`config.mk`:
```
export PLATFORM = sky130hd
export DESIGN_NAME = tts_tx_port
export DESIGN_NICKNAME = d
export VERILOG_FILES = /design/src/design/tts_pkg.sv /design/src/design/tts_beat_if.sv /design/src/design/tts_ecrc.sv /design/src/design/tts_pkt_check.sv /design/src/design/tts_tx_port.sv
export SDC_FILE = /design/constraint.sdc
export NUM_CORES = 1
export LEC_CHECK = 0
export ABC_CLOCK_PERIOD_IN_PS = 13300
export BUFFER_PORTS_ARGS = -buffer_cell sky130_fd_sc_hd__clkbuf_2
export CAP_MARGIN = 25
export CORE_MARGIN = 1.5
export CORE_UTILIZATION = 60
export CTS_CLUSTER_SIZE = 16
export DETAILED_ROUTE_END_ITERATION = 10
export GPL_TIMING_DRIVEN = 1
export PLACE_DENSITY_LB_ADDON = 0.25
export SETUP_SLACK_MARGIN = 0.1
export SLEW_MARGIN = 20
export SYNTH_ARGS = -nofsm -noshare
export SYNTH_HDL_FRONTEND = slang
export SYNTH_SLANG_ARGS = --single-unit
```
`constraint.sdc`:
```
create_clock -name CORE_CLK -period 13.3 [get_ports CORE_CLK]
set_input_delay 1.33 -clock CORE_CLK [delete_from_list [all_inputs] [get_ports CORE_CLK]]
set_output_delay 1.33 -clock CORE_CLK [all_outputs]
set_load 0.03 [all_outputs]
```
`src/design/tts_pkg.sv`:
```
package tts_pkg;

  // ----------------------------------------
  // stream widths and sideband positions
  // ----------------------------------------
  localparam int DATA_W = 128;
  localparam int KEEP_W = 16;
  localparam int USER_W = 4;
  localparam int U_ECRC = 0;
  localparam int U_FWD  = 1;
  localparam int U_STR  = 2;
  localparam int U_DSC  = 3;

  // ----------------------------------------
  // header bit positions within dw0
  // ----------------------------------------
  localparam int HDR_TD    = 15;
  localparam int HDR_EP    = 14;
  localparam int HDR_TYPE0 = 24;

  // ----------------------------------------
  // end-of-frame keep codes
  // ----------------------------------------
  localparam logic [15:0] KEEP_1DW = 16'h000F;
  localparam logic [15:0] KEEP_2DW = 16'h00FF;
  localparam logic [15:0] KEEP_3DW = 16'h0FFF;
  localparam logic [15:0] KEEP_4DW = 16'hFFFF;

  // ----------------------------------------
  // digest and size limits
  // ----------------------------------------
  localparam logic [31:0] CRC_POLY    = 32'h04C11DB7;
  localparam logic [31:0] CRC_INIT    = 32'hFFFFFFFF;
  localparam int          MPS_W       = 3;
  localparam int          CNT_W       = 12;
  localparam logic [11:0] MPS_BASE_DW = 12'h020;
  localparam logic [11:0] HDR_MAX_DW  = 12'h004;

  typedef enum logic [1:0] {
    ST_IDLE   = 2'b00,
    ST_PKT    = 2'b01,
    ST_DIGEST = 2'b10,
    ST_CORE   = 2'b11
  } tts_state_t;

  function automatic logic [2:0] dw_count(input logic [15:0] keep);
    logic [2:0] n;
    n = 3'h4;
    if (keep == KEEP_1DW) n = 3'h1;
    else if (keep == KEEP_2DW) n = 3'h2;
    else if (keep == KEEP_3DW) n = 3'h3;
    return n;
  endfunction : dw_count

  function automatic logic [31:0] crc_dw(input logic [31:0] crc, input logic [31:0] dw);
    logic [31:0] c;
    c = crc;
    for (int i = 31; i >= 0; i--) begin
      if (c[31] ^ dw[i]) c = {c[30:0], 1'b0} ^ CRC_POLY;
      else c = {c[30:0], 1'b0};
    end
    return c;
  endfunction : crc_dw

endpackage : tts_pkg

```
`src/design/tts_beat_if.sv`:
```
`timescale 1ns/10ps
interface tts_beat_if;
  import tts_pkg::*;
  logic [DATA_W-1:0] data;
  logic [KEEP_W-1:0] keep;
  logic              valid;
  logic              first;
  logic              last;

  modport src (output data, output keep, output valid, output first, output last);
  modport dst (input data, input keep, input valid, input first, input last);
endinterface : tts_beat_if

```
`src/design/tts_ecrc.sv`:
```
`timescale 1ns/10ps
module tts_ecrc
  import tts_pkg::*;
(
  // clock and reset
  input  wire logic        clk,
  input  wire logic        rst_n,
  // accepted beats
  tts_beat_if.dst          beat,
  // running remainder
  output logic [31:0]      crc_q
);

  logic [31:0] crc_d;

  // ----------------------------------------
  // fold valid dwords, variant bits forced
  // ----------------------------------------
  always_comb begin
    logic [31:0] dw;
    logic [2:0]  n;
    dw    = '0;
    n     = dw_count(beat.last ? beat.keep : KEEP_4DW);
    crc_d = beat.first ? CRC_INIT : crc_q;
    for (int k = 0; k < 4; k++) begin
      dw = beat.data[32*k +: 32];
      // type bit and poison may change after the digest is taken
      if (beat.first && k == 0) begin
        dw[HDR_TYPE0] = 1'b1;
        dw[HDR_EP]    = 1'b1;
      end
      if (3'(k) < n) crc_d = crc_dw(crc_d, dw);
    end
  end

  always_ff @(posedge clk or negedge rst_n) begin
    if (!rst_n) crc_q <= CRC_INIT;
    else if (beat.valid) crc_q <= crc_d;
  end

endmodule : tts_ecrc

```
`src/design/tts_pkt_check.sv`:
```
`timescale 1ns/10ps
module tts_pkt_check
  import tts_pkg::*;
(
  // clock and reset
  input  wire logic             clk,
  input  wire logic             rst_n,
  // accepted beats
  tts_beat_if.dst               beat,
  // packet context
  input  wire logic             raw_valid,
  input  wire logic             in_pkt,
  input  wire logic             stream,
  input  wire logic [MPS_W-1:0] mps_code,
  // violations including the current beat
  output logic                  oversize,
  output logic                  src_gap
);

  logic [CNT_W-1:0] dw_cnt_q;
  logic [CNT_W-1:0] dw_cnt_d;
  logic [CNT_W-1:0] limit;
  logic             over_q;
  logic             gap_q;

  // header plus payload plus a possible digest
  assign limit    = CNT_W'(MPS_BASE_DW << mps_code) + HDR_MAX_DW + 12'h001;
  assign dw_cnt_d = (beat.first ? '0 : dw_cnt_q) + CNT_W'(dw_count(beat.last ? beat.keep : KEEP_4DW));
  assign oversize = beat.valid & ((over_q & !beat.first) | (dw_cnt_d > limit));
  assign src_gap  = gap_q & !beat.first;

  // ----------------------------------------
  // size counter
  // ----------------------------------------
  always_ff @(posedge clk or negedge rst_n) begin
    if (!rst_n) begin
      dw_cnt_q <= '0;
      over_q   <= 1'b0;
    end else if (beat.valid) begin
      dw_cnt_q <= dw_cnt_d;
      over_q   <= oversize;
    end
  end

  // ----------------------------------------
  // cut-through source pause
  // ----------------------------------------
  always_ff @(posedge clk or negedge rst_n) begin
    if (!rst_n) gap_q <= 1'b0;
    else if (beat.valid && beat.first) gap_q <= 1'b0;
    else if (in_pkt && stream && !raw_valid) gap_q <= 1'b1;
  end

endmodule : tts_pkt_check

```
`src/design/tts_tx_port.sv`:
```
// How it works
// - beats with tvalid low are not accepted; inside a cut-through packet they count as a source pause
// - buffer-full throttle only between packets, lowering tready after tlast
// - once a packet starts, the port accepts it to the end without stalling
// - after a grant between packets, tready stays low until the core packet is sent
// - non-D0 power state blocks new packets once the current one ends
// - discontinue is ignored when no packet is in progress
// - discontinued packet: discarded when stored, nullified with EDB when cut-through
// - discard on link loss, oversize payload, or cut-through source pause
// - discarded packet still accepted; drop flag in the cycle after its end
// - poison-forward on any beat of a stored packet makes the sent header carry EP; cut-through packets get no EP
// - paused cut-through packet raises drop and goes out nullified
// - requested digest without TD: ecrc appended and TD set
// - digest insertion takes exactly one tready-low cycle at packet end
`timescale 1ns/10ps
module tts_tx_port
  import tts_pkg::*;
(
  // clock and reset
  input  wire logic              CORE_CLK,
  input  wire logic              RSTN,
  // transmit stream from the application
  input  wire logic [DATA_W-1:0] S_AXIS_TX_TDATA,
  input  wire logic [KEEP_W-1:0] S_AXIS_TX_TKEEP,
  input  wire logic              S_AXIS_TX_TLAST,
  input  wire logic [USER_W-1:0] S_AXIS_TX_TUSER,
  input  wire logic              S_AXIS_TX_TVALID,
  output logic                   S_AXIS_TX_TREADY,
  // core status
  input  wire logic              BUF_ROOM,
  input  wire logic              LINK_UP,
  input  wire logic              PM_NON_D0,
  input  wire logic [MPS_W-1:0]  MPS_CODE,
  // core-generated packet arbitration
  input  wire logic              CORE_TLP_PEND,
  output logic                   TX_CFG_REQ,
  input  wire logic              TX_CFG_GNT,
  output logic                   CORE_TLP_GO,
  input  wire logic              CORE_TLP_SENT,
  // drop report
  output logic                   TX_ERR_DROP,
  // towards the transmit buffer
  output logic [DATA_W-1:0]      TXB_DATA,
  output logic [KEEP_W-1:0]      TXB_KEEP,
  output logic                   TXB_VALID,
  output logic                   TXB_FIRST,
  output logic                   TXB_LAST,
  output logic                   TXB_DISCARD,
  output logic                   TXB_NULLIFY,
  output logic                   TXB_POISON
);

  // ----------------------------------------
  // declarations
  // ----------------------------------------
  tts_state_t        state_q;
  tts_state_t        state_d;
  logic              ready;
  logic              accept;
  logic              first;
  logic              dsc;
  logic              pkt_end;
  logic              grant_take;
  logic              str_q;
  logic              ecrc_q;
  logic              fwd_q;
  logic              lost_q;
  logic              str_now;
  logic              ecrc_now;
  logic              fwd_now;
  logic              lost_now;
  logic              oversize;
  logic              src_gap;
  logic              discard;
  logic              digest;
  logic [DATA_W-1:0] beat_data;
  logic [31:0]       crc;
  logic              drop_q;
  logic [DATA_W-1:0] txb_data_q;
  logic [KEEP_W-1:0] txb_keep_q;
  logic              txb_valid_q;
  logic              txb_first_q;
  logic              txb_last_q;
  logic              txb_discard_q;
  logic              txb_nullify_q;
  logic              txb_poison_q;
  logic              go_q;

  tts_beat_if beat ();

  // ----------------------------------------
  // ready and beat qualification
  // ----------------------------------------
  // grant is honoured only between packets so a started packet never stalls
  assign grant_take = ((state_q == ST_IDLE) | (state_q == ST_DIGEST)) & CORE_TLP_PEND & TX_CFG_GNT;

  always_comb begin
    ready = 1'b0;
    unique case (state_q)
      ST_IDLE:   ready = BUF_ROOM & !PM_NON_D0 & !grant_take;
      ST_PKT:    ready = 1'b1;
      ST_DIGEST: ready = 1'b0;
      ST_CORE:   ready = 1'b0;
    endcase
  end

  assign S_AXIS_TX_TREADY = ready;
  assign TX_CFG_REQ       = CORE_TLP_PEND & (state_q != ST_CORE);

  assign accept  = S_AXIS_TX_TVALID & ready;
  assign first   = accept & (state_q == ST_IDLE);
  // discontinue on the first beat has no packet to act on
  assign dsc     = accept & !first & S_AXIS_TX_TUSER[U_DSC];
  assign pkt_end = accept & (S_AXIS_TX_TLAST | dsc);

  // ----------------------------------------
  // per-packet attributes, current beat merged
  // ----------------------------------------
  assign str_now  = first ? S_AXIS_TX_TUSER[U_STR] : str_q;
  assign ecrc_now = first ? (S_AXIS_TX_TUSER[U_ECRC] & !S_AXIS_TX_TDATA[HDR_TD]) : ecrc_q;
  assign fwd_now  = (fwd_q & !first) | S_AXIS_TX_TUSER[U_FWD];
  assign lost_now = (lost_q & !first) | !LINK_UP;

  always_ff @(posedge CORE_CLK or negedge RSTN) begin
    if (!RSTN) begin
      str_q  <= 1'b0;
      ecrc_q <= 1'b0;
    end else if (first) begin
      str_q  <= S_AXIS_TX_TUSER[U_STR];
      ecrc_q <= S_AXIS_TX_TUSER[U_ECRC] & !S_AXIS_TX_TDATA[HDR_TD];
    end
  end

  always_ff @(posedge CORE_CLK or negedge RSTN) begin
    if (!RSTN) fwd_q <= 1'b0;
    else if (accept) fwd_q <= fwd_now;
  end

  // link loss anywhere inside a packet spoils it, paused beats included
  always_ff @(posedge CORE_CLK or negedge RSTN) begin
    if (!RSTN) lost_q <= 1'b0;
    else if (first) lost_q <= !LINK_UP;
    else if (state_q == ST_PKT && !LINK_UP) lost_q <= 1'b1;
  end

  // ----------------------------------------
  // header edit and beat carrier
  // ----------------------------------------
  always_comb begin
    beat_data = S_AXIS_TX_TDATA;
    if (first && ecrc_now) beat_data[HDR_TD] = 1'b1;
  end

  assign beat.data  = beat_data;
  assign beat.keep  = S_AXIS_TX_TKEEP;
  assign beat.valid = accept;
  assign beat.first = first;
  assign beat.last  = pkt_end;

  tts_ecrc u_ecrc (
    .clk   (CORE_CLK),
    .rst_n (RSTN),
    .beat  (beat.dst),
    .crc_q (crc)
  );

  tts_pkt_check u_check (
    .clk       (CORE_CLK),
    .rst_n     (RSTN),
    .beat      (beat.dst),
    .raw_valid (S_AXIS_TX_TVALID),
    .in_pkt    (state_q == ST_PKT),
    .stream    (str_q),
    .mps_code  (MPS_CODE),
    .oversize  (oversize),
    .src_gap   (src_gap)
  );

  // ----------------------------------------
  // end-of-packet decisions
  // ----------------------------------------
  assign discard = lost_now | oversize | (str_now & src_gap);
  // a digest is pointless on a packet that will not reach the link intact
  assign digest  = pkt_end & ecrc_now & !discard & !dsc;

  // ----------------------------------------
  // packet state
  // ----------------------------------------
  always_comb begin
    state_d = state_q;
    unique case (state_q)
      ST_IDLE: begin
        if (grant_take) state_d = ST_CORE;
        else if (digest) state_d = ST_DIGEST;
        else if (first && !pkt_end) state_d = ST_PKT;
      end
      ST_PKT: begin
        if (digest) state_d = ST_DIGEST;
        else if (pkt_end) state_d = ST_IDLE;
      end
      ST_DIGEST: state_d = grant_take ? ST_CORE : ST_IDLE;
      ST_CORE: begin
        if (CORE_TLP_SENT) state_d = ST_IDLE;
      end
    endcase
  end

  always_ff @(posedge CORE_CLK or negedge RSTN) begin
    if (!RSTN) state_q <= ST_IDLE;
    else state_q <= state_d;
  end

  always_ff @(posedge CORE_CLK or negedge RSTN) begin
    if (!RSTN) go_q <= 1'b0;
    else go_q <= grant_take;
  end

  // ----------------------------------------
  // drop pulse, one cycle after the end beat
  // ----------------------------------------
  always_ff @(posedge CORE_CLK or negedge RSTN) begin
    if (!RSTN) drop_q <= 1'b0;
    else drop_q <= pkt_end & discard;
  end

  // ----------------------------------------
  // transmit buffer beat
  // ----------------------------------------
  always_ff @(posedge CORE_CLK or negedge RSTN) begin
    if (!RSTN) begin
      txb_data_q <= '0;
      txb_keep_q <= '0;
      txb_first_q <= 1'b0;
    end else if (accept) begin
      txb_data_q <= beat_data;
      txb_keep_q <= S_AXIS_TX_TKEEP;
      txb_first_q <= first;
    end else if (state_q == ST_DIGEST) begin
      // digest goes out as its own one-dword beat after the data
      txb_data_q <= {96'h0, ~crc};
      txb_keep_q <= KEEP_1DW;
      txb_first_q <= 1'b0;
    end
  end

  always_ff @(posedge CORE_CLK or negedge RSTN) begin
    if (!RSTN) begin
      txb_valid_q <= 1'b0;
      txb_last_q  <= 1'b0;
    end else begin
      txb_valid_q <= accept | (state_q == ST_DIGEST);
      txb_last_q  <= (pkt_end & !digest) | (state_q == ST_DIGEST);
    end
  end

  // stored packets can be dropped in the buffer; cut-through ones already left
  always_ff @(posedge CORE_CLK or negedge RSTN) begin
    if (!RSTN) begin
      txb_discard_q <= 1'b0;
      txb_nullify_q <= 1'b0;
    end else begin
      txb_discard_q <= pkt_end & !str_now & (dsc | discard);
      txb_nullify_q <= pkt_end & str_now & (dsc | discard);
    end
  end

  // buffer sets EP in the stored header; cut-through headers are gone already
  always_ff @(posedge CORE_CLK or negedge RSTN) begin
    if (!RSTN) txb_poison_q <= 1'b0;
    else txb_poison_q <= (pkt_end & fwd_now & !str_now & !digest)
                         | ((state_q == ST_DIGEST) & fwd_q & !str_q);
  end

  // ----------------------------------------
  // outputs
  // ----------------------------------------
  assign TX_ERR_DROP = drop_q;
  assign CORE_TLP_GO = go_q;
  assign TXB_DATA    = txb_data_q;
  assign TXB_KEEP    = txb_keep_q;
  assign TXB_VALID   = txb_valid_q;
  assign TXB_FIRST   = txb_first_q;
  assign TXB_LAST    = txb_last_q;
  assign TXB_DISCARD = txb_discard_q;
  assign TXB_NULLIFY = txb_nullify_q;
  assign TXB_POISON  = txb_poison_q;

endmodule : tts_tx_port

```
**Word level (Yosys, flattened, before mapping)**

Cells that the tools add are included.

- Input port bits: 161
- Logic and storage cells: 647
- Bits in registers: 204

- Order comparisons: 5
- Shift operators: 1
- Add/subtract/negate cells: 3
- Muxes and demuxes: 286
- Reductions and logical operators: 24
- Equal/unequal tests: 10
- Bitwise logic cells: 299

Operators with widths:

| cell | number |
|---|---|
| $mux W32 | 129 |
| $mux W27 | 128 |
| $not A14 Y14 | 128 |
| $mux W128 | 2 |
| $xor A1 B1 Y1 | 128 |
| $mux W16 | 3 |
| $not A32 Y32 | 1 |
| $and A1 B1 Y1 | 31 |
| $eq A16 B12 Y1 const B | 1 |
| $eq A16 B4 Y1 const B | 1 |
| $eq A16 B8 Y1 const B | 1 |
| $mux W2 | 7 |
| $add A12 B1 Y12 const B | 1 |
| $add A12 B3 Y12 | 1 |
| $add A12 B3 Y12 const B | 1 |
| $gt A12 B12 Y1 | 1 |
| $logic_not A1 Y1 | 12 |
| $mux W12 | 1 |
| $shl A6 B3 Y12 const A | 1 |
| $mux W1 | 11 |
| $or A1 B1 Y1 | 11 |
| $mux W3 | 3 |
| $pmux W2 S4 | 1 |
| $logic_and A1 B1 Y1 | 6 |
| other kinds (12) | 18 |

**Depth between registers and ports, before layout**

Gate-level depths: netlist (run 1).

- Word-level depth: 402
- Mapped depth: 37

**Hierarchy**

From an unflattened synthesis (run 1), not the netlist that was laid out.

- Cells, all modules: 2,375
- Area total of the unflattened synthesis: 26,730.6 sq um

Modules (own cells, without submodules):

| module | cells an instance | sequential area each (sq um) | instances | area an instance (sq um) |
|---|---|---|---|---|
| tts_ecrc | 1,520 | 840.8 | 1 | 18,816.8 |
| tts_tx_port | 702 | 3,953.8 | 1 | 6,635.1 |
| tts_pkt_check | 153 | 350.3 | 1 | 1,278.7 |

**Worst setup path after synthesis (run 1)**

No wires, ideal clock.

- Path type: input to register
- Start point: input S_AXIS_TX_TDATA[31]
- End point: register u_ecrc.crc_q[28]
- Library setup time: 0.060 ns
- Buffers on the path: 1
- Stages on the path: 31
- Required time: 13.240 ns
- Setup slack: 0.927 ns
- Data arrival time: 12.314 ns
- Path through: buf_2 xor2_2 xnor2_1 xnor2_4 xnor3_2 xnor2_4 xnor3_2 xor3_2 xor2_1 xnor3_1 xnor2_1 xnor2_1 xnor3_2 xnor2_1 mux2i_2 xnor3_2 xnor3_1 xor2_2 xnor3_1 xnor3_1 a21oi_1 xnor2_1 xnor3_1 xnor3_1 xor2_1 xnor3_2 xor2_2 xor2_1 xnor3_1 a221oi_2 a21o_1

- Cells in the longest elaborated chain, start to end: 288
- Elaborated cells between the ends (all ways): 479
- Classes of those cells: mux: 254; bitwise: 225

RTL lines:

| item | line | text |
|---|---|---|
| start: declaration | tts_tx_port.sv:23 | `input wire logic [DATA_W-1:0] S_AXIS_TX_TDATA,` |
| $xor A1 B1 Y1 * | tts_pkg.sv:59 | `if (c[31] ^ dw[i]) c = {c[30:0], 1'b0} ^ CRC_POLY;` |
| $mux W27 * | tts_pkg.sv:59 |  |
| $mux W32 * | tts_ecrc.sv:32 | `if (3'(k) < n) crc_d = crc_dw(crc_d, dw);` |
| $not A14 Y14 (no line) (tied with other cells) | n/a |  |
| $mux W27 or $mux W32 (tied branches) | tts_pkg.sv:59, tts_ecrc.sv:32 |  |
| $mux W32 * | tts_ecrc.sv:32 |  |
| $mux W27 (tied with other cells) | tts_pkg.sv:59 |  |
| $mux W32 * | tts_ecrc.sv:32 |  |
| [271 not listed] | n/a |  |
| $mux W27 or $mux W32 (tied branches) | tts_pkg.sv:59, tts_ecrc.sv:32 |  |
| $mux W32 | tts_ecrc.sv:32 |  |
| $mux W27 or $mux W32 (tied branches) | tts_pkg.sv:59, tts_ecrc.sv:32 |  |
| $mux W32 | tts_ecrc.sv:32 |  |
| $not A14 Y14 (no line) or $xor A1 B1 Y1 (tied branches) | n/a |  |
| $mux W27 | tts_pkg.sv:59 |  |
| $mux W32 (2 in a row) | tts_ecrc.sv:32 |  |
| $mux W32 * | tts_ecrc.sv:32 |  |
| end signal: assignment | tts_ecrc.sv:38 | `else if (beat.valid) crc_q <= crc_d;` |
| end: declaration | tts_ecrc.sv:11 | `output logic [31:0] crc_q` |

Every way passes the cells marked *; elsewhere a longest branch is shown, timed or not. The select of a mux whose other input is x is not followed.
A chain may end at the register's enable or synchronous reset.

**Worst setup path in the final report (run 1)**

- Start point: input S_AXIS_TX_TDATA[30]
- End point: register u_ecrc.crc_q[12]

- Cells in the longest elaborated chain, start to end: 290
- Elaborated cells between the ends (all ways): 493
- Classes of those cells: mux: 254; bitwise: 239

RTL lines:

| item | line |
|---|---|
| $xor A1 B1 Y1 * | tts_pkg.sv:59 |
| $mux W27 * | tts_pkg.sv:59 |
| $mux W32 * | tts_ecrc.sv:32 |
| $not A14 Y14 (no line) | n/a |
| $mux W27 | tts_pkg.sv:59 |
| $mux W32 * | tts_ecrc.sv:32 |
| $not A14 Y14 (no line) or $mux W27 (tied branches) | n/a |
| $mux W27 or $mux W32 (tied branches) | tts_pkg.sv:59, tts_ecrc.sv:32 |
| [274 not listed] | n/a |
| $mux W27 | tts_pkg.sv:59 |
| $mux W32 | tts_ecrc.sv:32 |
| $not A14 Y14 (no line) | n/a |
| $mux W27 | tts_pkg.sv:59 |
| $mux W32 | tts_ecrc.sv:32 |
| $not A14 Y14 (no line) | n/a |
| $mux W27 | tts_pkg.sv:59 |
| $mux W32 * | tts_ecrc.sv:32 |

Marked as above.

==> impl_results.md, run 1 <==
- Status: finished, final reports clean
- Total number of vias: 20910
- Core area: 45580 µm²
- Largest family of logic cells by synthesized area: XOR/XNOR gates
- Clock Path Buffers: 3
- Total gr overflow: 0
- Avg Cell Area, Syn: 10.89 µm²
- Row cnt: 78
- Seq cells post-synth: 204
- Hold Path Cell Cnt: 2
- Synth cell count leaders: xnor2_1 (628), nand2_1 (370), xnor3_1 (287)
- Synth Area in Compound Gates: 7.164%
- Most common cell in the netlist: xnor2_1
- Final Setup Violations: 0
- Seq/Total Area, Yosys: 18.52%
- Nets@finish: 3175
- Async SR Flop Fraction: 100.0%
- Main flop type after synthesis: dfrtp_1
- Final wirelength: 91.27 mm
- Mapped Cells: 2551
- Minimum clock period: 12.90 ns
- Reg area: 5149 µm²
- H-Tree Depth: 1
- Post-synthesis net count: 2723
- Clk sinks: 204
- Die Ht: 218.2 µm
- Max Transition Viols Final: 0
- Proportion of synthesized area in mux cells: 1.211%
- Post-Synth XOR/XNOR Area: 62.47%
- Post-route ant nets: 0
- Max Clock Freq: 77.52 MHz
- Root buffer cell: clkbuf_16
- Iter 0 DRT Violations: 2084
- CTS buffer count: 25
- Area fraction of the dominant cell type after synthesis: 23.26%
- Layout cells sized above 1: 26.01%
- Worst path required time: 13.79 ns
- Crit-path most repeated cell: xnor3_1
- CTS tree: done
- Worst skew pair latency: 0.59 ns
- Final Instance Count excl. Fillers: 3622
- N_diodes: 0
- Final Hold Vio Count: 0
- Top post-synthesis cells by area: xnor3_1 (23%), xnor2_1 (20%), dfrtp_1 (15%), xor2_1 (6.2%), nand2_1 (5.0%)
- Post-Synth Simple-Gate Area: 8.087%
- Synthesized area: 27790 µm²
- Worst Path Max Fanout: 9
- Fin util: 71.11%
- Clock Pin Slew Worst Setup and Hold Paths: 0.07 ns
- Initial Util: 60.97%
- IO Port Bufs: 314
- Post-CTS Hold Fix Bufs: 0
- Slew Limit Headroom: 36.03%
- CP endpoint kind: register
- Final worst path period share: 96.99%
- Global placer's final weighted congestion: 1.041
- Post-place setup slack: -0.5952 ns
- WL/cell: 25.20 µm
- Cells after DPL: 3569
- Startpoint types: input pin
- Initial antenna violation count: 1
- Setup WS post-layout: 0.3998 ns
- Multi-input gate area: 22210 µm²
- Via density: 5.773
- Die ar.: 47610 µm²
- Unrepaired setup endpoints after global routing: false
- Largest net degree at the start of global routing: 110
- Max-Cap Viols: 0
- Hold crit path type: register to register
- First-pass GRT wire length: 134.2 mm
- Layout area overhead: 16.63%
- Vias in the first global route: 20570
- CP Class: input pin to register
- Post-DP HPWL: 75.91 mm
- Post-synth EDFFs: 0
- Crit path max-delay cell type: xnor3_2
- Adder-cell share of the synthesized area: 0.5223%
- # fillers: 3456
- Die Wd: 218.2 µm
- GRT Util Overall: 38.28%
- Post-synth cell types: 75
- Dominant cell type by area after synthesis: xnor3_1
- Slowest stage delay, CP: 0.59 ns
- Worst EP arrival: 13.39 ns
- Worst clock skew: 0.02345 ns
- FF-to-FF path depth: 35
- 1st-pass router iterations: 7
- Synth warn: 0
- IO Pins: 315
- Residual DRC: 0
- Worst Max-Slew Pin Slew: 0.9595 ns
## per-layer routing
metal,track usage [%],share of wire [%],up-vias
met5,0,0,-
met4,12.74,3.6,0
met3,5.456,8.4,169
met2,61.98,47,1019
met1,53.00,41,10340
li1,-,-,9386
## area by class of cell
type / count / share of cell area, %
clock buffer: 29 / 2.170
clock inverter: 17 / 0.7490
inverter: 13 / 0.1506
multi-input combinational: 2217 / 68.53
sequential: 204 / 15.89
tap: 600 / 2.316
timing repair buffer: 542 / 10.20
## repair_timing
item | CTS | global route
hold endpoints to repair | 0 | 0
setup endpoints to repair | 4 | 31
pin swaps | 0 | 5
buffers inserted | 0 | 5
resized for setup | 2 | 15
## critical path: cells and delay by family
| family | cells | cell delay [ns] |
|---|---|---|
| xor+xnor | 27 | 9.82 |
| simple gates | 1 | 0.08 |
| compound gates | 2 | 0.57 |
| buf+inv | 6 | 1.25 |
| mux | 1 | 0.28 |
## final timing paths
kind,end,start,slack (ns)
min,ecrc_q,ecrc_q,0.48
max in group asynchronous,TXB_DATA[89],RSTN,11.26
min reg2reg,ecrc_q,ecrc_q,0.48
max reg2reg,u_ecrc.crc_q[12],u_ecrc.crc_q[30],0.56
min in group asynchronous,CORE_TLP_GO,RSTN,0.74
max,u_ecrc.crc_q[12],S_AXIS_TX_TDATA[30],0.40
## cell families after synthesis
| group | Yosys count |
|---|---|
| and+or+nand+nor | 543 |
| AOI/OAI and AO/OA | 352 |
| muxes | 30 |
| xor gates and xnor gates | 1281 |
| buffers and inverters | 130 |
| adders and majority gates | 11 |
| DFF | 204 |
## flip-flops by register name (all words and copies together) (netlist names)
name              flops
TXB_VALID             1
TXB_DATA            128
TXB_DISCARD           1
u_check.dw_cnt_q     12
fwd_q                 1
TXB_POISON            1
TX_ERR_DROP           1
TXB_FIRST             1
state_q               2
str_q                 1
TXB_NULLIFY           1
lost_q                1
u_ecrc.crc_q         32
u_check.over_q        1
ecrc_q                1
CORE_TLP_GO           1
u_check.gap_q         1
TXB_KEEP             16
TXB_LAST              1
## cells in the final DEF, fill, tap and decap left out, drive strengths merged, types with 32 or more instances in the layout
cell type	Yosys	routed
xnor2	676	676
nand2	370	370
clkbuf	84	342
xnor3	322	322
buf	33	229
xor2	226	226
o21ai	209	209
dfrtp	172	172
nor2	102	102
a21oi	85	85
xor3	57	57
dfstp	32	32
## per-stage QoR
| step | area, µm² | hold slack, ns | setup TNS [ns] |
|---|---|---|---|
| 2_1_floorplan | 27790 | 0.4272 | 0 |
| 3_3_place_gp | 31290 | 0.4465 | -11.60 |
| 3_5_place_dp | 31300 | 0.4539 | -10.18 |
| 4_1_cts | 32250 | 0.4692 | 0 |
| 5_1_grt | 32410 | 0.4987 | 0 |
| 6_report | 32410 | 0.4781 | 0 |
Power of run 1 is not shown: default switching activity piles up to over one toggle a cycle in this logic, so the estimate is an artifact.
==> run 2, diff against run 1 <==
--- a/config.mk
+++ b/config.mk
@@ -8,7 +8,6 @@
 export ABC_CLOCK_PERIOD_IN_PS = 13300
 export BUFFER_PORTS_ARGS = -buffer_cell sky130_fd_sc_hd__clkbuf_2
 export CAP_MARGIN = 25
-export CORE_MARGIN = 1.5
 export CORE_UTILIZATION = 60
 export CTS_CLUSTER_SIZE = 16
 export DETAILED_ROUTE_END_ITERATION = 10
==> run 2 against run 1 <==
Utilization shrank 0.51 points. First-iteration DRC count shrank 14%. Sequential cell count is the same. Final cell count shrank 0.36%. Final area shrank 0.72%. Die area shrank 0.91%. Critical path depth shrank 4. Count of clock-buffer cells in the layout grew 2. Via count shrank 1.1%. Sequential share of layout area grew 0.10 points. Global-route usage shrank 0.11 points. Critical path type unchanged. Critical endpoint is now u_ecrc.crc_q[28]. Largest cell class unchanged.
==> impl_results.md, run 2 (synthesized netlist as in run 1, its figures left out) <==
- Hold Crit Start: u_check.dw_cnt_q[0]
- Unrepaired setup endpoints after global routing: false
- Max Transition Viols Final: 0 (unchanged)
- CP endpoint kind: register
- Hold WS: 0.4730 ns (-0.005119 ns)
- Crit-path most repeated cell: xnor3_1
- Root buffer cell: clkbuf_16
- Final Setup Violations: 0 (unchanged)
- Vias in the first global route: 20780 (+1.0%)
- Final Instance Count excl. Fillers: 3609 (-0.36%)
- Post-DP HPWL: 75.33 mm (-0.76%)
- Slowest stage delay, CP: 0.62 ns (+0.03 ns)
- Worst path required time: 13.80 ns (about the same)
- Final wirelength: 90.12 mm (-1.3%)
- CTS tree: done
- Slew Limit Headroom: 32.04% (-4.0 points)
- IO Port Bufs: 314 (unchanged)
- 1st-pass router iterations: 5 (-2)
- H-Tree Depth: 1 (unchanged)
- Via density: 5.729 (-0.77%)
- WL/cell: 24.97 µm (-0.90%)
- GRT Util Overall: 38.17% (-0.11 points)
- Global placer's final weighted congestion: 1.026 (-1.5%)
- Final worst path period share: 96.27% (-0.73 points)
- Iter 0 DRT Violations: 1794 (-14%)
- Clock Path Buffers: 3 (unchanged)
- Hold crit path type: register to register
- Origin of the critical flop-to-flop path: u_ecrc.crc_q[29]
- CTS buffer count: 24 (-4.0%)
- Crit path max-delay cell type: xnor3_1
- Worst skew pair latency: 0.56 ns (-0.03 ns)
- Post-route cell area: 32180 µm² (-0.72%)
- Total gr overflow: 0 (unchanged)
- Startpoint types: input pin
- Total number of vias: 20680 (-1.1%)
- Die ar.: 47180 µm² (-0.91%)
- Final Hold Vio Count: 0 (unchanged)
- IO Pins: 315 (unchanged)
- Commonest non-fill, non-tap cell in the layout: xnor2_1
- Worst EP arrival: 13.31 ns (-0.08 ns)
- Layout cells sized above 1: 25.40% (-0.61 points)
- Max-Cap Viols: 0 (unchanged)
- CP Class: input pin to register
- Worst clock skew: 0.007897 ns (-0.01555 ns)
- Post-route ant nets: 0 (unchanged)
- Setup WS post-layout: 0.4963 ns (+0.09645 ns)
- Row cnt: 78 (unchanged)
- Max Clock Freq: 78.10 MHz (+0.75%)
- Worst Setup SP: S_AXIS_TX_TDATA[29]
- Core area: 45580 µm² (unchanged)
- First-pass GRT wire length: 132.3 mm (-1.4%)
- Placed Area: 31260 µm² (-0.13%)
- Post-place setup slack: -0.1256 ns (+0.4696 ns)
- Die Ht: 217.2 µm (-0.46%)
- Residual DRC: 0 (unchanged)
- Layout area overhead: 15.79%
- Initial Util: 60.97% (unchanged)
- Die Wd: 217.2 µm (-0.46%)
- Initial antenna violation count: 2 (+1)
- Status: finished, final reports clean
- Nets@finish: 3162 (-0.41%)
- Worst Path Max Fanout: 7 (-2)
- Worst Max-Slew Pin Slew: 1.019 ns (+0.05992 ns)
- Most frequent cells in the layout: xnor2_1 (623), nand2_1 (369), clkbuf_2 (313), xnor3_1 (287), buf_4 (215)
- Clk sinks: 204 (unchanged)
- Max reg flops: 128 (unchanged)
- Cells after DPL: 3562 (-0.20%)
- Clock Pin Slew Worst Setup and Hold Paths: 0.06 ns (about the same)
- Minimum clock period: 12.80 ns (-0.09645 ns)
- Largest net degree at the start of global routing: 201 (+83%)
[run 2: cell types whose count changed in the layout (fill, tap and decap cells not counted), sizes merged]
| cell | before | now |
|---|---|---|
| clkinvlp | 1 | 0 |
| clkinv | 10 | 9 |
| clkbuf | 342 | 344 |
| diode | 0 | 1 |
| bufinv | 5 | 3 |
| buf | 229 | 217 |
[run 2: layout make-up]
cell class	count	area [µm²]
antenna	1	2.502
clock buffer	31	688.2
inverter	13	48.80
sequential	204	5145
clock inverter	13	157.7
multi-input combinational	2217	22170
timing repair buffer	530	3216
fill	3489	13400
tap	600	750.7
[run 2: path summary, 6_finish.rpt]
kind,to,slack [ns],depth (start not counted)
setup / recovery,u_ecrc.crc_q[28],0.50,33
min in group asynchronous,CORE_TLP_GO,0.76,1
max in group asynchronous,TXB_DATA[92],11.21,2
hold / removal,u_check.dw_cnt_q[0],0.47,2
hold reg to reg,u_check.dw_cnt_q[0],0.47,2
setup reg to reg,u_ecrc.crc_q[28],0.53,31
[run 2: per-stage QoR]
stage	utilization (%)	setup TNS, ns
floorplan	-	0
global placement	68.57	0
detailed placement	68.58	-1.123
CTS	70.44	0
global route	70.59	0
finish	70.60	0
[run 2: critical path, delay by kind of cell]
kind	cells	cell delay, ns
xor gates and xnor gates	27	10.65
muxes	1	0.28
buffers and inverters	2	0.46
AOI/OAI and AO/OA	3	0.55
[run 2: timing repair]
action | in CTS | in global routing
hold buffers | 0 | 0
setup endpoints to repair | 0 | 21
gates resized for setup | 0 | 9
buffers inserted | 0 | 2
[run 2: routing by layer]
metal	up-vias	global-route usage (%)	share of wire, %
met1	10220	52.28	42
met5	-	0	0.010
met3	186	5.646	7.6
met4	2	13.38	4.0
li1	9357	-	-
met2	910	61.95	47
Power of run 2 is left out for the same reason.
